--- config.mk ---
export PLATFORM = sky130hd
export DESIGN_NAME = rhs_top
export DESIGN_NICKNAME = d
export VERILOG_FILES = /design/src/verilog/rhs_pkg.sv /design/src/verilog/rhs_change_flag.sv /design/src/verilog/rhs_port_power.sv /design/src/verilog/rhs_top.sv
export SDC_FILE = /design/constraint.sdc
export NUM_CORES = 1
export LEC_CHECK = 0
export ABC_AREA = 1
export ABC_CLOCK_PERIOD_IN_PS = 1850
export BUFFER_PORTS_ARGS = -buffer_cell sky130_fd_sc_hd__buf_2
export CAP_MARGIN = 20
export CORE_AREA = 8 8 62 77
export DETAILED_ROUTE_END_ITERATION = 7
export DIE_AREA = 0 0 70 85
export GPL_TIMING_DRIVEN = 1
export PLACE_DENSITY_LB_ADDON = 0.08
export SETUP_SLACK_MARGIN = 0.4
export SYNTH_ARGS = -nofsm -noshare
export SYNTH_HDL_FRONTEND = slang
export SYNTH_SLANG_ARGS = --single-unit
--- constraint.sdc ---
create_clock -name clock -period 1.85 [get_ports clock]
set_clock_uncertainty 0.05 [all_clocks]
set_input_delay 0.37 -clock clock [delete_from_list [all_inputs] [get_ports clock]]
set_output_delay 0.37 -clock clock [all_outputs]
set_load 0.02 [all_outputs]
--- src/verilog/rhs_pkg.sv ---
// constants and types for the root hub global status block
package rhs_pkg;
  localparam int unsigned RHS_ADR_W = 8;
  localparam int unsigned RHS_DAT_W = 32;
  localparam int unsigned RHS_MAX_PORTS = 15;
  localparam logic [7:0] RHS_OFF_STATUS = 8'h00;
  localparam logic [7:0] RHS_OFF_CONFIG = 8'h04;
  localparam logic [7:0] RHS_OFF_PWR_MASK = 8'h08;
  localparam logic [7:0] RHS_OFF_PWR_STATE = 8'h0C;
  localparam logic [7:0] RHS_OFF_IRQ_STATUS = 8'h10;
  localparam logic [7:0] RHS_OFF_IRQ_MASK = 8'h14;
  localparam logic [7:0] RHS_OFF_CONTROL = 8'h18;
  localparam int unsigned RHS_BIT_CLR_WAKE = 31;
  localparam int unsigned RHS_BIT_OC_CHANGE = 17;
  localparam int unsigned RHS_BIT_PWR_ON = 16;
  localparam int unsigned RHS_BIT_LP_CHANGE = 16;
  localparam int unsigned RHS_BIT_WAKE = 15;
  localparam int unsigned RHS_BIT_OC = 1;
  localparam int unsigned RHS_BIT_PWR_OFF = 0;
  localparam int unsigned RHS_BIT_LP_STATE = 0;
  localparam int unsigned RHS_CFG_SCHEME = 0;
  localparam int unsigned RHS_CFG_PERPORT_OC = 1;
  localparam int unsigned RHS_CFG_W = 2;
  localparam int unsigned RHS_IRQ_RESUME = 0;
  localparam int unsigned RHS_IRQ_OC = 1;
  localparam int unsigned RHS_IRQ_W = 2;
  localparam int unsigned RHS_CTL_SUSPEND = 0;
  localparam int unsigned RHS_CTL_RESUMED = 1;
  localparam logic RHS_RST_WAKE = 1'h0;
  localparam logic [1:0] RHS_RST_CONFIG = 2'h0;
  localparam logic [1:0] RHS_RST_IRQ_MASK = 2'h0;
  localparam logic [1:0] RHS_CODE_RUN = 2'h0;
  localparam logic [1:0] RHS_CODE_SUSPENDED = 2'h1;
  localparam logic [1:0] RHS_CODE_RESUMING = 2'h2;
  typedef enum logic [1:0] {
    RHS_RUN,
    RHS_SUSPENDED,
    RHS_RESUMING
  } rhs_ctl_state_type;
endpackage

--- src/verilog/rhs_change_flag.sv ---
// level tracker with a sticky change flag, cleared by a strobe
`timescale 1ns/1ps
module rhs_change_flag (
  input wire logic clock,
  input wire logic rst,
  input wire logic level,
  input wire logic clear,
  output logic level_q,
  output logic change_event,
  output logic change_flag
);
  assign change_event = level != level_q;

  always_ff @(posedge clock or posedge rst) begin
    if (rst) begin
      level_q <= 1'h0;
    end else begin
      level_q <= level;
    end
  end

  // a change in the clearing cycle still lands: set beats clear
  always_ff @(posedge clock or posedge rst) begin
    if (rst) begin
      change_flag <= 1'h0;
    end else begin
      change_flag <= (change_flag & ~clear) | change_event;
    end
  end
endmodule

--- src/verilog/rhs_port_power.sv ---
// per-port power state switched by the global on and off commands
`timescale 1ns/1ps
module rhs_port_power #(
  parameter int unsigned NUM_PORTS = 2
) (
  input wire logic clock,
  input wire logic rst,
  input wire logic power_on,
  input wire logic power_off,
  input wire logic per_port_scheme,
  input wire logic [NUM_PORTS-1:0] port_power_mask,
  output logic [NUM_PORTS-1:0] port_power_state
);
  genvar i;
  generate
    for (i = 0; i < NUM_PORTS; i++) begin : g_port
      logic affected;
      // masked ports are owned by per-port control in per-port scheme
      assign affected = ~per_port_scheme | ~port_power_mask[i]; // see RULE5 RULE6 RULE7 RULE8
      // off wins over on when both are written at once, the safer side
      always_ff @(posedge clock or posedge rst) begin
        if (rst) begin
          port_power_state[i] <= 1'h0;
        end else if (affected && power_off) begin
          port_power_state[i] <= 1'h0;
        end else if (affected && power_on) begin
          port_power_state[i] <= 1'h1;
        end
      end
    end
  endgenerate
endmodule

--- src/verilog/rhs_top.sv ---
// root hub global status register bank with wishbone slave
//
// Contract
// RULE1 - bit 31 write one clears wake enable
// RULE2 - overcurrent indicator change sets bit 17
// RULE3 - bit 17 cleared by one, zero ignored
// RULE4 - bits 16 and 0 always read zero
// RULE5 - global scheme: bit 16 powers all ports
// RULE6 - per-port scheme: bit 16 powers unmasked ports
// RULE7 - global scheme: bit 0 unpowers all ports
// RULE8 - per-port scheme: bit 0 unpowers unmasked ports
// RULE9 - wake enabled connect change resumes, raises interrupt
// RULE10 - bit 15 write one sets wake enable
// RULE11 - bit 1 shows global overcurrent condition
// RULE12 - per-port overcurrent mode: bit 1 reads zero
// RULE13 - reserved bits read zero, writes ignored
//
// The address map and the Wishbone slave port were left to the implementer.
`timescale 1ns/1ps
module rhs_top #(
  parameter int unsigned NUM_PORTS = 2
) (
  input wire logic clock,
  input wire logic rst,
  input wire logic wb_cyc,
  input wire logic wb_stb,
  input wire logic wb_we,
  input wire logic [rhs_pkg::RHS_ADR_W-1:0] wb_adr,
  input wire logic [3:0] wb_sel,
  input wire logic [rhs_pkg::RHS_DAT_W-1:0] wb_dat_w,
  output logic [rhs_pkg::RHS_DAT_W-1:0] wb_dat_r,
  output logic wb_ack,
  input wire logic overcurrent,
  input wire logic [NUM_PORTS-1:0] connect_change,
  output logic [NUM_PORTS-1:0] port_power_state,
  output logic irq
);
  generate
    if (NUM_PORTS < 1 || NUM_PORTS > rhs_pkg::RHS_MAX_PORTS) begin : g_bad
      $error("rhs_top: NUM_PORTS must be 1 to 15");
    end
  endgenerate

  function automatic logic hit(input logic [rhs_pkg::RHS_ADR_W-1:0] adr,
                               input logic [7:0] off);
    hit = adr[rhs_pkg::RHS_ADR_W-1:2] == off[7:2];
  endfunction

  function automatic logic [31:0] lanes(input logic [3:0] sel);
    lanes = {{8{sel[3]}}, {8{sel[2]}}, {8{sel[1]}}, {8{sel[0]}}};
  endfunction

  logic req;
  logic wr_fire;
  logic [31:0] wd;
  logic [31:0] rd;
  logic cmd_status;
  logic cmd_config;
  logic cmd_mask;
  logic cmd_irq_status;
  logic cmd_irq_mask;
  logic cmd_control;
  logic wake_set;
  logic wake_clr;
  logic oc_chg_clr;
  logic pwr_on;
  logic pwr_off;
  logic remote_wake_enable;
  logic [rhs_pkg::RHS_CFG_W-1:0] config_bits;
  logic per_port_scheme;
  logic per_port_oc;
  logic [NUM_PORTS-1:0] port_power_mask;
  logic [rhs_pkg::RHS_IRQ_W-1:0] irq_status;
  logic [rhs_pkg::RHS_IRQ_W-1:0] irq_mask;
  logic [rhs_pkg::RHS_IRQ_W-1:0] irq_set;
  logic oc_level;
  logic global_overcurrent_flag;
  logic global_overcurrent_change;
  logic oc_event;
  logic resume_event;
  logic [1:0] state_code;
  rhs_pkg::rhs_ctl_state_type state;

  assign req = wb_cyc & wb_stb;
  // writes land on the edge where ack is seen high, as the master expects
  assign wr_fire = req & wb_we & wb_ack;
  assign wd = wb_dat_w & lanes(wb_sel);
  assign cmd_status = wr_fire & hit(wb_adr, rhs_pkg::RHS_OFF_STATUS);
  assign cmd_config = wr_fire & hit(wb_adr, rhs_pkg::RHS_OFF_CONFIG);
  assign cmd_mask = wr_fire & hit(wb_adr, rhs_pkg::RHS_OFF_PWR_MASK);
  assign cmd_irq_status = wr_fire & hit(wb_adr, rhs_pkg::RHS_OFF_IRQ_STATUS);
  assign cmd_irq_mask = wr_fire & hit(wb_adr, rhs_pkg::RHS_OFF_IRQ_MASK);
  assign cmd_control = wr_fire & hit(wb_adr, rhs_pkg::RHS_OFF_CONTROL);

  // reserved write bits simply have no decode
  assign wake_set = cmd_status & wd[rhs_pkg::RHS_BIT_WAKE]; // see RULE10 RULE13
  assign wake_clr = cmd_status & wd[rhs_pkg::RHS_BIT_CLR_WAKE]; // see RULE1
  assign oc_chg_clr = cmd_status & wd[rhs_pkg::RHS_BIT_OC_CHANGE]; // see RULE3
  assign pwr_on = cmd_status & wd[rhs_pkg::RHS_BIT_PWR_ON];
  assign pwr_off = cmd_status & wd[rhs_pkg::RHS_BIT_PWR_OFF];

  assign per_port_scheme = config_bits[rhs_pkg::RHS_CFG_SCHEME];
  assign per_port_oc = config_bits[rhs_pkg::RHS_CFG_PERPORT_OC];

  always_ff @(posedge clock or posedge rst) begin
    if (rst) begin
      wb_ack <= 1'h0;
    end else begin
      wb_ack <= req & ~wb_ack;
    end
  end

  // read data is captured with ack so it is stable while ack is high
  always_ff @(posedge clock or posedge rst) begin
    if (rst) begin
      wb_dat_r <= 32'h00000000;
    end else if (req && !wb_ack) begin
      wb_dat_r <= rd;
    end
  end

  always_comb begin
    rd = 32'h00000000;
    if (hit(wb_adr, rhs_pkg::RHS_OFF_STATUS)) begin
      // local power bits and reserved ranges stay at zero
      rd[rhs_pkg::RHS_BIT_OC_CHANGE] = global_overcurrent_change; // see RULE4 RULE13
      rd[rhs_pkg::RHS_BIT_WAKE] = remote_wake_enable;
      rd[rhs_pkg::RHS_BIT_OC] = global_overcurrent_flag; // see RULE11
    end else if (hit(wb_adr, rhs_pkg::RHS_OFF_CONFIG)) begin
      rd = 32'(config_bits);
    end else if (hit(wb_adr, rhs_pkg::RHS_OFF_PWR_MASK)) begin
      rd = 32'(port_power_mask);
    end else if (hit(wb_adr, rhs_pkg::RHS_OFF_PWR_STATE)) begin
      rd = 32'(port_power_state);
    end else if (hit(wb_adr, rhs_pkg::RHS_OFF_IRQ_STATUS)) begin
      rd = 32'(irq_status);
    end else if (hit(wb_adr, rhs_pkg::RHS_OFF_IRQ_MASK)) begin
      rd = 32'(irq_mask);
    end else if (hit(wb_adr, rhs_pkg::RHS_OFF_CONTROL)) begin
      rd = 32'(state_code);
    end
  end

  // clear wins when both command bits are written together
  always_ff @(posedge clock or posedge rst) begin
    if (rst) begin
      remote_wake_enable <= rhs_pkg::RHS_RST_WAKE;
    end else if (wake_clr) begin
      remote_wake_enable <= 1'h0; // see RULE1
    end else if (wake_set) begin
      remote_wake_enable <= 1'h1; // see RULE10
    end
  end

  always_ff @(posedge clock or posedge rst) begin
    if (rst) begin
      config_bits <= rhs_pkg::RHS_RST_CONFIG;
    end else if (cmd_config) begin
      config_bits <= wd[rhs_pkg::RHS_CFG_W-1:0];
    end
  end

  always_ff @(posedge clock or posedge rst) begin
    if (rst) begin
      port_power_mask <= '0;
    end else if (cmd_mask) begin
      port_power_mask <= wd[NUM_PORTS-1:0];
    end
  end

  // per-port protection hides the global indicator entirely
  assign oc_level = per_port_oc ? 1'h0 : overcurrent; // see RULE12

  rhs_change_flag u_oc_flag (
    .clock(clock),
    .rst(rst),
    .level(oc_level),
    .clear(oc_chg_clr), // see RULE3
    .level_q(global_overcurrent_flag), // see RULE11
    .change_event(oc_event), // see RULE2
    .change_flag(global_overcurrent_change)
  );

  rhs_port_power #(
    .NUM_PORTS(NUM_PORTS)
  ) u_power (
    .clock(clock),
    .rst(rst),
    .power_on(pwr_on), // see RULE5 RULE6
    .power_off(pwr_off), // see RULE7 RULE8
    .per_port_scheme(per_port_scheme),
    .port_power_mask(port_power_mask),
    .port_power_state(port_power_state)
  );

  // wake only counts while suspended and enabled
  assign resume_event = (state == rhs_pkg::RHS_SUSPENDED) && remote_wake_enable
                        && |connect_change; // see RULE9

  always_ff @(posedge clock or posedge rst) begin
    if (rst) begin
      state <= rhs_pkg::RHS_RUN;
    end else begin
      case (state)
        rhs_pkg::RHS_RUN: begin
          if (cmd_control && wd[rhs_pkg::RHS_CTL_SUSPEND]) begin
            state <= rhs_pkg::RHS_SUSPENDED;
          end
        end
        rhs_pkg::RHS_SUSPENDED: begin
          if (resume_event) begin
            state <= rhs_pkg::RHS_RESUMING; // see RULE9
          end
        end
        rhs_pkg::RHS_RESUMING: begin
          if (cmd_control && wd[rhs_pkg::RHS_CTL_RESUMED]) begin
            state <= rhs_pkg::RHS_RUN;
          end
        end
        default: begin
          state <= rhs_pkg::RHS_RUN;
        end
      endcase
    end
  end

  always_comb begin
    case (state)
      rhs_pkg::RHS_SUSPENDED: state_code = rhs_pkg::RHS_CODE_SUSPENDED;
      rhs_pkg::RHS_RESUMING: state_code = rhs_pkg::RHS_CODE_RESUMING;
      default: state_code = rhs_pkg::RHS_CODE_RUN;
    endcase
  end

  always_comb begin
    irq_set = '0;
    irq_set[rhs_pkg::RHS_IRQ_RESUME] = resume_event; // see RULE9
    irq_set[rhs_pkg::RHS_IRQ_OC] = oc_event;
  end

  // set beats the write-one clear so no event is lost
  always_ff @(posedge clock or posedge rst) begin
    if (rst) begin
      irq_status <= '0;
    end else if (cmd_irq_status) begin
      irq_status <= (irq_status & ~wd[rhs_pkg::RHS_IRQ_W-1:0]) | irq_set;
    end else begin
      irq_status <= irq_status | irq_set;
    end
  end

  always_ff @(posedge clock or posedge rst) begin
    if (rst) begin
      irq_mask <= rhs_pkg::RHS_RST_IRQ_MASK;
    end else if (cmd_irq_mask) begin
      irq_mask <= wd[rhs_pkg::RHS_IRQ_W-1:0];
    end
  end

  always_ff @(posedge clock or posedge rst) begin
    if (rst) begin
      irq <= 1'h0;
    end else begin
      irq <= |(irq_status & irq_mask);
    end
  end

  logic status_read;
  assign status_read = wb_ack && !wb_we && hit(wb_adr, rhs_pkg::RHS_OFF_STATUS);
endmodule

Word level (Yosys, flattened, before mapping)
Index checks and enable logic that the tools add are counted.
- multiplexer cells: 26
- equality and inequality tests: 12
- bitwise gates (word level): 30
- reductions and logical operators: 18
- operator list (operator ; count):
    $mux 32 ; 5
    $and 32x32->32 ; 1
    $eq 6x3->1 const B ; 3
    $and 1x1->1 ; 16
    $mux 14 ; 1
    $mux 13 ; 1
    $eq 6x2->1 const B ; 2
    $mux 1 ; 12
    $mux 2 ; 5
    $logic_and 1x1->1 ; 9
    $eq 6x1->1 const B ; 1
    $logic_not 6->1 ; 1
    $ne 2x2->1 const B ; 3
    $pmux 2 s3 ; 1
    $reduce_bool 2->1 ; 3
    $not 1->1 ; 5
    $and 2x2->2 ; 2
    $or 2x2->2 ; 2
    $pmux 2 s2 ; 1
    $reduce_or 2->1 ; 2
    $or 1x1->1 ; 3
    $reduce_and 3->1 ; 1
    $eq 2x1->1 const B ; 1
    $eq 2x2->1 const B ; 1
    4 further kinds ; 4
- register bits: 49
- output and inout port bits: 36
- bits of input ports: 52
- logic and storage cells: 99

Depth between registers and ports, before layout
Gate-level depths: netlist of run 1.
- word-level depth: 9
- depth in mapped cells: 10
- mapped depth without buffers: 10

By module
Synthesis of run 1 repeated with hierarchy kept, for this count alone.
- cell total of the unflattened synthesis: 187
- area total of the unflattened synthesis: 1385.1 µm²
- modules (own cells, without submodules) (module ; cells an instance ; times used ; area each (µm²) ; sequential area each (µm²)):
    rhs_top ; 162 ; 1 ; 1196.1 ; 425.4
    rhs_port_power ; 14 ; 1 ; 103.8 ; 50.0
    rhs_change_flag ; 11 ; 1 ; 85.1 ; 50.0

Worst setup path before layout of run 1
No wires, ideal clock.
- kind: register to register
- start: register wb_ack
- end: register u_power.port_power_state[1]
- period minus slack after synthesis: 1.244 ns
- data required time: 1.670 ns
- setup time: 0.130 ns
- stages on the path, launching flop included: 6
- data arrival time: 1.064 ns
- buffers on the path: 0
- slack: 0.606 ns
- cell sequence: dfrtp_1 -> nand2_2 -> nor2_4 -> nand3_4 -> nor2_1 -> a22oi_1
- longest elaborated chain between the ends: 5
- elaborated cells between the ends (all ways): 8
- classes of those cells: 1 x mux; 4 x bitwise; 3 x reduce/logical
- RTL lines (item ; line ; source):
    from (decl) ; rhs_top.sv:32 ; output logic wb_ack,
    from (signal assigned) ; rhs_top.sv:109 ; wb_ack <= req & ~wb_ack;
    $and 1x1->1 (*) ; rhs_top.sv:86 ; assign wr_fire = req & wb_we & wb_ack;
    $and 1x1->1 (*) ; rhs_top.sv:88 ; assign cmd_status = wr_fire & hit(wb_adr, rhs_pkg::RHS_OFF_STATUS);
    $and 1x1->1, on equally long branches ; rhs_top.sv:100, rhs_top.sv:99 ;
    $logic_and 1x1->1, on equally long branches ; rhs_port_power.sv:24, rhs_port_power.sv:26 ;
    $mux 1 / $reduce_bool 2->1 (equally long branches) ; -- ;
    to (signal, indexed assignment) ; rhs_port_power.sv:23 ; port_power_state[i] <= 1'h0;
    to (signal, indexed assignment) ; rhs_port_power.sv:25 ; port_power_state[i] <= 1'h0;
    to (signal, indexed assignment) ; rhs_port_power.sv:27 ; port_power_state[i] <= 1'h1;
    to (decl) ; rhs_port_power.sv:12 ; output logic [NUM_PORTS-1:0] port_power_state
Mark *: on every way between the ends. The rest lies on a longest branch, timed or not.
A chain may end at the register's enable or synchronous reset.

Worst setup path after layout of run 1
- start: register wb_ack
- end: output port wb_ack
No word-level cell between the ends.

==> metrics.txt, run 1 <==
# TYPE chip_impl_metric gauge
chip_impl_metric{name="cts_max_level",unit=""} 1
chip_impl_metric{name="net-switching-power",unit="uW"} 275.4
chip_impl_info{name="synth.top_cells.by_area",value="sky130_fd_sc_hd__dfrtp_1 39%, sky130_fd_sc_hd__buf_4 15%, sky130_fd_sc_hd__nand2_1 13%, sky130_fd_sc_hd__inv_1 3.9%, sky130_fd_sc_hd__o21ai_0 3.7%"} 1
chip_impl_metric{name="netlist_instances",unit=""} 174
chip_impl_metric{name="register_area",unit="sq um"} 525.5
chip_impl_metric{name="layout_worst_path_cycle_share",unit=""} 0.7001
chip_impl_metric{name="core_area",unit="sq mm"} 0.003628
chip_impl_metric{name="syn_avg_cell_area",unit="sq um"} 7.795
chip_impl_metric{name="timing.fmax",unit="MHz"} 772.1
chip_impl_info{name="critical_path_source_type",value="register"} 1
chip_impl_metric{name="report.final.setup_viol",unit=""} 0
chip_impl_metric{name="final-hold-violation-count",unit=""} 0
chip_impl_metric{name="vias_in_the_first_global_route",unit=""} 1177
chip_impl_metric{name="initial_core_util",unit=""} 0.3738
chip_impl_metric{name="postSynthRegisterBits",unit=""} 21
chip_impl_metric{name="gate_power_share",unit=""} 0.164
chip_impl_info{name="clk_root_buffer_cell",value="sky130_fd_sc_hd__clkbuf_8"} 1
chip_impl_metric{name="clkTransAtPathRegs",unit="ps"} 80
chip_impl_metric{name="remaining_global_route_overflow",unit=""} 0
chip_impl_metric{name="floorplan.die.height",unit="um"} 85
chip_impl_metric{name="postCtsSetupRepairBufs",unit=""} 0
chip_impl_metric{name="internal-power",unit="uW"} 652.4
chip_impl_metric{name="crit_path_required_time",unit="ps"} 1430
chip_impl_metric{name="multi_input_comb_area",unit="sq um"} 653.1
chip_impl_info{name="end_kind",value="output pin"} 1
chip_impl_metric{name="post_cts_hold_buffer_count",unit=""} 0
chip_impl_info{name="status",value="finished, final reports clean"} 1
chip_impl_info{name="cpLargestDelayFamily",value="flip-flops"} 1
chip_impl_metric{name="leakagePower",unit="uW"} 0.0008109
chip_impl_metric{name="power.density_cell_area",unit="mW/mm^2"} 615.9
chip_impl_metric{name="syn_area",unit="sq mm"} 0.001356
chip_impl_metric{name="slew_viol_final",unit=""} 0
chip_impl_info{name="min_path_type",value="primary input to asynchronous set/reset pin"} 1
chip_impl_metric{name="grt_start_max_net_pins",unit=""} 22
chip_impl_metric{name="post_cts_resized",unit=""} 0
chip_impl_metric{name="clock_latency",unit="ps"} 260
chip_impl_metric{name="vias",unit=""} 1120
chip_impl_info{name="critical-path-slowest-cell",value="sky130_fd_sc_hd__dfrtp_1"} 1
chip_impl_metric{name="synth_top_area_frac",unit=""} 0.3875
chip_impl_metric{name="detailed_route_wire_length",unit="mm"} 3.163
chip_impl_metric{name="detail_route.iter0.violations",unit=""} 38
chip_impl_metric{name="ctsLongestPathBuffers",unit=""} 2
chip_impl_metric{name="num_rows",unit=""} 25
chip_impl_metric{name="fin_total_pwr",unit="uW"} 927.9
chip_impl_metric{name="layout.core_utilization",unit=""} 0.4152
chip_impl_metric{name="detailedPlacementHpwl",unit="mm"} 2.664
chip_impl_metric{name="ant_nets",unit=""} 0
chip_impl_metric{name="placed_cells",unit=""} 245
chip_impl_metric{name="cpPeakStageDelay",unit="ps"} 420
chip_impl_metric{name="floorplan.die_area",unit="sq mm"} 0.005950
chip_impl_metric{name="residual_drc_count",unit=""} 0
chip_impl_metric{name="power.share.clock",unit=""} 0.329
chip_impl_metric{name="critPathMaxFanout",unit=""} 3
chip_impl_metric{name="gp_congestion",unit=""} 0.8679
chip_impl_metric{name="yosys_warnings",unit=""} 0
chip_impl_metric{name="area.growth.synth_to_final",unit="%"} 11.07
chip_impl_metric{name="totalNegativeSetupSlack",unit="ps"} 0
chip_impl_metric{name="final.min_clock_period",unit="ps"} 1295
chip_impl_info{name="tritoncts",value="yes"} 1
chip_impl_metric{name="placement.cell_area",unit="sq mm"} 0.001460
chip_impl_metric{name="layout.cells.non_filler",unit=""} 249
chip_impl_metric{name="cp.buffers_inverters",unit=""} 1
chip_impl_metric{name="cts.sink_count",unit=""} 21
chip_impl_info{name="timing.setup.critical_path_class",value="register to output pin"} 1
chip_impl_metric{name="detailedRoute.firstPassIterationCount",unit=""} 4
chip_impl_info{name="worstPathCellList",value="buf_2"} 1
chip_impl_metric{name="ys_seq_area_frac",unit=""} 0.3875
chip_impl_metric{name="io_pins",unit=""} 88
chip_impl_metric{name="fillCellCount",unit=""} 401
chip_impl_metric{name="drv_cap",unit=""} 0
chip_impl_metric{name="ir_drop",unit="mV"} 0.3734
chip_impl_metric{name="final_cell_area",unit="sq mm"} 0.001506
chip_impl_metric{name="antenna_violations_before_repair",unit=""} 0
chip_impl_metric{name="layout.nets",unit=""} 262
chip_impl_metric{name="groute.usage.overall",unit=""} 0.1071
chip_impl_metric{name="place.port_buffers",unit=""} 31
chip_impl_info{name="rsz0062_at_grt",value="no"} 1
chip_impl_metric{name="critical_path_arrival",unit="ps"} 880
chip_impl_metric{name="first_pass_grt_wire_length",unit="mm"} 5.333
chip_impl_metric{name="insertedDiodeCount",unit=""} 0
chip_impl_metric{name="via_per_inst",unit=""} 4.498
chip_impl_metric{name="p_seq_frac",unit=""} 0.507
chip_impl_metric{name="synth_cell_types",unit=""} 28
chip_impl_metric{name="wire_per_inst",unit="um"} 12.70
chip_impl_info{name="synthDominantAreaCellType",value="sky130_fd_sc_hd__dfrtp_1"} 1
chip_impl_metric{name="p_sw_frac",unit=""} 0.2968
chip_impl_metric{name="final_layout_size_suffix_gt1_frac",unit=""} 0.2536
chip_impl_metric{name="cts_buffers",unit=""} 3
chip_impl_metric{name="die_x",unit="um"} 70
## per-stage QoR
step / setup slack (ps) / hold slack [ps]
after CTS: 541.3 / 90.22
after floorplan: 605.8 / 296.5
after detailed placement: 408.6 / 376.9
final: 554.9 / 77.90
after global placement: 411.6 / 362.1
after global routing: 400.5 / 110.3
## registers in the layout, indices dropped and copies added (netlist names), 2 cells and up
register,count
wb_dat_r,4
config_bits,2
state,2
irq_status,2
irq_mask,2
u_power.port_power_state,2
port_power_mask,2
## power by group through the flow
| stage | sequential (uW) | clock, uW | combinational, uW |
|---|---|---|---|
| finish | 470 | 305 | 153 |
| global route | 471 | 334 | 170 |
| CTS | 470 | 313 | 152 |
| detailed placement | 479 | 0 | 152 |
| global placement | 479 | 0 | 149 |
| floorplan | 484 | 0 | 145 |
## cells in the final DEF, fill, tap and decap left out
master / netlist / routed
sky130_fd_sc_hd__a21oi_1: 5 / 5
sky130_fd_sc_hd__a22o_1: 1 / 1
sky130_fd_sc_hd__a22oi_1: 2 / 2
sky130_fd_sc_hd__buf_2: 0 / 31
sky130_fd_sc_hd__buf_4: 28 / 1
sky130_fd_sc_hd__clkbuf_8: 0 / 3
sky130_fd_sc_hd__clkinv_2: 1 / 2
sky130_fd_sc_hd__conb_1: 1 / 28
sky130_fd_sc_hd__dfrtp_1: 21 / 21
sky130_fd_sc_hd__inv_1: 14 / 14
sky130_fd_sc_hd__inv_2: 3 / 3
sky130_fd_sc_hd__nand2_1: 46 / 46
sky130_fd_sc_hd__nand2_2: 4 / 4
sky130_fd_sc_hd__nand2_4: 1 / 1
sky130_fd_sc_hd__nand3_1: 6 / 6
sky130_fd_sc_hd__nand3_4: 1 / 1
sky130_fd_sc_hd__nand4_1: 2 / 2
sky130_fd_sc_hd__nor2_1: 13 / 13
sky130_fd_sc_hd__nor2_2: 1 / 1
sky130_fd_sc_hd__nor2_4: 4 / 4
sky130_fd_sc_hd__nor3_4: 1 / 1
sky130_fd_sc_hd__nor3b_1: 1 / 1
sky130_fd_sc_hd__o211a_1: 1 / 1
sky130_fd_sc_hd__o211ai_1: 1 / 1
sky130_fd_sc_hd__o21a_1: 1 / 1
sky130_fd_sc_hd__o21ai_0: 10 / 10
sky130_fd_sc_hd__o21ai_1: 2 / 2
sky130_fd_sc_hd__or2_0: 1 / 1
sky130_fd_sc_hd__or2_2: 1 / 1
sky130_fd_sc_hd__xor2_1: 1 / 1
## synth_stat cells (all sizes together)
master,n
clkinv,1
a21oi,5
o211a,1
nand2,51
o21ai,12
xor2,1
a22oi,2
nand3,7
conb,1
nor3,1
or2,2
o21a,1
dfrtp,21
nor2,18
inv,17
o211ai,1
nor3b,1
a22o,1
nand4,2
buf,28
## path summary, 6_finish.rpt
check                             start                           to  slack [ps]  depth (start not counted)
setup / recovery                 wb_ack                       wb_ack         550                          1
min in group clock          overcurrent            u_oc_flag.level_q         280                          3
hold reg to reg            wb_dat_r[15]                 wb_dat_r[15]         430                          2
hold / removal                      rst           remote_wake_enable          80                          3
max in group asynchronous           rst                     state[1]        1450                          3
setup reg to reg                 wb_ack  u_power.port_power_state[1]         580                          6
## final cells by class
cell class	instances	share of cell area
clock buffer	3	0.02741
clock inverter	1	0.003322
inverter	18	0.04568
multi-input combinational	134	0.4336
sequential	21	0.3488
tap	40	0.03322
timing repair buffer	32	0.1080
## logic make-up (layout without fill, tap and decap cells)
kind of cell,Yosys count,in the layout,share of synthesized area
flip-flops,21,21,0.3875
AO/OA/AOI/OAI,23,23,0.09871
buffers and inverters,46,54,0.2057
XOR/XNOR,1,1,0.006459
AND/OR/NAND/NOR,82,82,0.2989
other,1,28,0.002765
## per-layer routing
metal  up-vias  global-route usage  part of all wire
li1        562                   -                 -
met2        39              0.1865              0.50
met3         5             0.03617             0.074
met4         0             0.04579             0.017
met5         -                   0                 0
met1       514              0.1144              0.41
(Power assumes the default switching activity.)
==> run 2: changes to the inputs <==
--- a/config.mk
+++ b/config.mk
@@ -5,13 +5,13 @@
 export SDC_FILE = /design/constraint.sdc
 export NUM_CORES = 1
 export LEC_CHECK = 0
-export ABC_AREA = 1
-export ABC_CLOCK_PERIOD_IN_PS = 1850
+export ABC_AREA = 0
+export ABC_CLOCK_PERIOD_IN_PS = 1300
 export BUFFER_PORTS_ARGS = -buffer_cell sky130_fd_sc_hd__buf_2
 export CAP_MARGIN = 20
-export CORE_AREA = 8 8 62 77
+export CORE_AREA = 8 8 60 75
 export DETAILED_ROUTE_END_ITERATION = 7
-export DIE_AREA = 0 0 70 85
+export DIE_AREA = 0 0 68 83
 export GPL_TIMING_DRIVEN = 1
 export PLACE_DENSITY_LB_ADDON = 0.08
 export SETUP_SLACK_MARGIN = 0.4
==> constraint.sdc (replaced) <==
create_clock -name clock -period 1.3 [get_ports clock]
set_clock_uncertainty 0.05 [all_clocks]
set_input_delay 0.26 -clock clock [delete_from_list [all_inputs] [get_ports clock]]
set_output_delay 0.26 -clock clock [all_outputs]
set_load 0.02 [all_outputs]
==> metrics.txt, run 2 <==
# TYPE chip_impl_metric gauge
chip_impl_info{name="status",value="finished with violations"} 1
chip_impl_info{name="violations",value="negative setup slack"} 1
chip_impl_metric{name="detail_route.iter0.violations",unit=""} 30
chip_impl_info{name="most_used_standard_cells_in_the_synthesized_netlist",value="28 x sky130_fd_sc_hd__buf_4, 21 x sky130_fd_sc_hd__dfrtp_1, 11 x sky130_fd_sc_hd__nand2_1"} 1
chip_impl_info{name="synth.top_cells.by_area",value="sky130_fd_sc_hd__dfrtp_1 41%, sky130_fd_sc_hd__buf_4 16%, sky130_fd_sc_hd__mux2_2 7.0%, sky130_fd_sc_hd__nand2_1 3.2%, sky130_fd_sc_hd__a41oi_1 2.0%"} 1
chip_impl_info{name="most-common-layout-cells",value="31 x sky130_fd_sc_hd__buf_4, 28 x sky130_fd_sc_hd__conb_1, 22 x sky130_fd_sc_hd__buf_2, 19 x sky130_fd_sc_hd__dfrtp_1, 19 x sky130_fd_sc_hd__buf_6"} 1
chip_impl_info{name="min_path_type",value="primary input to register"} 1
chip_impl_metric{name="synth_cell_types",unit=""} 39
chip_impl_metric{name="drv_cap",unit=""} 0
chip_impl_metric{name="final.min_clock_period",unit="ps"} 1466
chip_impl_metric{name="largest_reg_flops",unit=""} 4
chip_impl_metric{name="netlist_instances",unit=""} 129
chip_impl_metric{name="area.growth.synth_to_final",unit="%"} 55.00
chip_impl_info{name="critical_path_source_type",value="primary input"} 1
chip_impl_metric{name="r2r.worst_path.cells",unit=""} 5
chip_impl_metric{name="fin_total_pwr",unit="uW"} 1425
chip_impl_metric{name="ctsLongestPathBuffers",unit=""} 2
chip_impl_metric{name="slew_viol_final",unit=""} 0
chip_impl_info{name="synthDominantAreaCellType",value="sky130_fd_sc_hd__dfrtp_1"} 1
chip_impl_metric{name="layout.cells.non_filler",unit=""} 239
chip_impl_metric{name="core_area",unit="sq mm"} 0.003363
chip_impl_metric{name="groute.usage.overall",unit=""} 0.1345
chip_impl_metric{name="register_area",unit="sq um"} 528.0
chip_impl_metric{name="syn_area",unit="sq mm"} 0.001287
chip_impl_metric{name="critPathMaxFanout",unit=""} 5
chip_impl_metric{name="cts.sink_count",unit=""} 21
chip_impl_metric{name="floorplan.die.height",unit="um"} 83
chip_impl_metric{name="ys_seq_area_frac",unit=""} 0.4082
chip_impl_metric{name="num_rows",unit=""} 24
chip_impl_info{name="synth-main-ff-cell",value="sky130_fd_sc_hd__dfrtp_1"} 1
chip_impl_metric{name="critical_path_arrival",unit="ps"} 1560
chip_impl_metric{name="fillCellCount",unit=""} 328
chip_impl_metric{name="grt_start_max_net_pins",unit=""} 22
chip_impl_metric{name="power.density_cell_area",unit="mW/mm^2"} 714.2
chip_impl_metric{name="detailedPlacementHpwl",unit="mm"} 2.793
chip_impl_metric{name="final.setup.worst_slack",unit="ps"} -166.2
chip_impl_metric{name="layout_worst_path_cycle_share",unit=""} 1.128
chip_impl_metric{name="cts_buffers",unit=""} 3
chip_impl_metric{name="report.final.setup_viol",unit=""} 16
chip_impl_metric{name="layout.core_utilization",unit=""} 0.5934
chip_impl_metric{name="die_x",unit="um"} 68
chip_impl_metric{name="vias",unit=""} 1182
chip_impl_metric{name="postSynthRegisterBits",unit=""} 21
chip_impl_metric{name="gp_congestion",unit=""} 0.7923
chip_impl_info{name="largest-register",value="wb_dat_r"} 1
chip_impl_info{name="worstHoldStart",value="wb_dat_w[31]"} 1
chip_impl_metric{name="ir_drop",unit="mV"} 0.4364
chip_impl_info{name="end_kind",value="register"} 1
chip_impl_metric{name="timing.fmax",unit="MHz"} 682.0
chip_impl_metric{name="final-hold-violation-count",unit=""} 0
chip_impl_info{name="timing.setup.critical_path_class",value="primary input to register"} 1
chip_impl_metric{name="synth_top_area_frac",unit=""} 0.4082
chip_impl_metric{name="wire_per_inst",unit="um"} 16.01
chip_impl_metric{name="yosys_warnings",unit=""} 0
chip_impl_metric{name="final_layout_size_suffix_gt1_frac",unit=""} 0.5500
chip_impl_metric{name="multi_input_comb_area",unit="sq um"} 773.2
chip_impl_metric{name="placed_cells",unit=""} 224
chip_impl_info{name="timing.rr.start",value="wb_ack"} 1
chip_impl_info{name="crit_start",value="wb_adr[6]"} 1
chip_impl_info{name="endpoint",value="irq_mask[0]"} 1
chip_impl_metric{name="synth_edf_count",unit=""} 0
chip_impl_metric{name="clock_latency",unit="ps"} 260
chip_impl_metric{name="cts_max_level",unit=""} 1
chip_impl_metric{name="detailed_route_wire_length",unit="mm"} 3.826
chip_impl_metric{name="crit_path_required_time",unit="ps"} 1400
chip_impl_metric{name="antenna_violations_before_repair",unit=""} 0
chip_impl_metric{name="remaining_global_route_overflow",unit=""} 0
chip_impl_metric{name="initial_core_util",unit=""} 0.3828
chip_impl_info{name="clk_root_buffer_cell",value="sky130_fd_sc_hd__clkbuf_8"} 1
chip_impl_metric{name="ant_nets",unit=""} 0
chip_impl_metric{name="via_per_inst",unit=""} 4.946
chip_impl_metric{name="io_pins",unit=""} 88
chip_impl_metric{name="layout.nets",unit=""} 253
chip_impl_metric{name="detailedRoute.firstPassIterationCount",unit=""} 4
chip_impl_info{name="synth_most_common_cell",value="sky130_fd_sc_hd__buf_4"} 1
chip_impl_metric{name="insertedDiodeCount",unit=""} 0
chip_impl_metric{name="syn_avg_cell_area",unit="sq um"} 9.981
chip_impl_metric{name="place.port_buffers",unit=""} 31
chip_impl_metric{name="first_pass_grt_wire_length",unit="mm"} 5.865
chip_impl_metric{name="async_reset_ff_frac",unit=""} 1.000
chip_impl_metric{name="floorplan.die_area",unit="sq mm"} 0.005644
chip_impl_info{name="rsz0062_at_grt",value="yes"} 1
chip_impl_metric{name="ff2ff_setup_slack",unit="ps"} -140
chip_impl_metric{name="leakagePower",unit="uW"} 0.0009964
chip_impl_info{name="tritoncts",value="yes"} 1
chip_impl_info{name="mostFrequentLayoutCell",value="sky130_fd_sc_hd__buf_4"} 1
chip_impl_info{name="worstReg2RegEnd",value="irq_mask[0]"} 1
chip_impl_metric{name="vias_in_the_first_global_route",unit=""} 1275
chip_impl_metric{name="residual_drc_count",unit=""} 0
chip_impl_metric{name="clkTransAtPathRegs",unit="ps"} 80
==> run 2: cell count changes after synthesis, sizes merged, moves of 4 or more <==
cell / delta
nand2: -40
nor2: -13
o21ai: -9
nor2b: +4
mux2: +8
a31oi: +4
inv: -14
a21oi: -4
==> run 2: power by group <==
part	internal [uW]	leakage, uW	switching (uW)
clock	219	0.0000228	215
combinational	130	0.000703	194
sequential	661	0.000271	6.37
total	1010	0.000996	415
==> run 2: layer usage <==
metal	track usage	vias to the layer above	part of all wire
met5	0	-	0
met4	0.07477	0	0.030
met3	0.01882	11	0.042
met2	0.2320	49	0.55
met1	0.1481	578	0.38
li1	-	544	-
==> run 2: cell families after synthesis <==
family,count (synthesis),share of synthesized area
compound gates,23,0.1370
buf+inv,37,0.1973
xor+xnor,1,0.006804
flops,21,0.4082
other cells,1,0.002913
mux,9,0.07775
simple gates,37,0.1701
==> run 2: worst max-delay path: stages <==
cell,delay (ps)
sky130_fd_sc_hd__buf_6,90
sky130_fd_sc_hd__or3_4,400
sky130_fd_sc_hd__buf_6,150
sky130_fd_sc_hd__nor2_4,150
sky130_fd_sc_hd__and3_4,220
sky130_fd_sc_hd__mux2_4,300
==> run 2: timing repair <==
action / 4_1_cts / 5_1_grt
pin swaps: 12 / 11
endpoints found under the setup margin: 28 / 49
hold endpoints to repair: 21 / 0
hold buffers: 1 / 0
gates resized for setup: 39 / 12
buffers inserted: 5 / 5
==> run 2: layout make-up <==
type / instances / area share
multi-input combinational: 98 / 0.3875
tap: 39 / 0.02445
inverter: 3 / 0.006897
sequential: 21 / 0.2646
timing repair buffer: 74 / 0.2940
clock buffer: 4 / 0.02257
==> run 2: how the worst min path moves through the flow <==
stage                          to  slack [ps]  cells past startpoint
6_report       remote_wake_enable         130                      2
4_1_cts        remote_wake_enable         120                      2
5_1_grt        remote_wake_enable         120                      2
2_1_floorplan      config_bits[0]         190                      1
3_3_place_gp                  irq         260                      3
3_5_place_dp          wb_dat_r[1]         260                      3
==> run 2: stage by stage <==
stage / instance area [sq um] / setup WS (ps) / setup TNS [ps] / hold WS, ps
5_1_grt: 1996 / -189.8 / -2029 / 122.7
3_5_place_dp: 1655 / -493.2 / -6536 / 264.3
4_1_cts: 1897 / -154.3 / -1305 / 118.6
3_3_place_gp: 1655 / -470.4 / -6368 / 259.3
2_1_floorplan: 1454 / -302.3 / -3039 / 186.4
6_report: 1996 / -166.2 / -1378 / 133.7
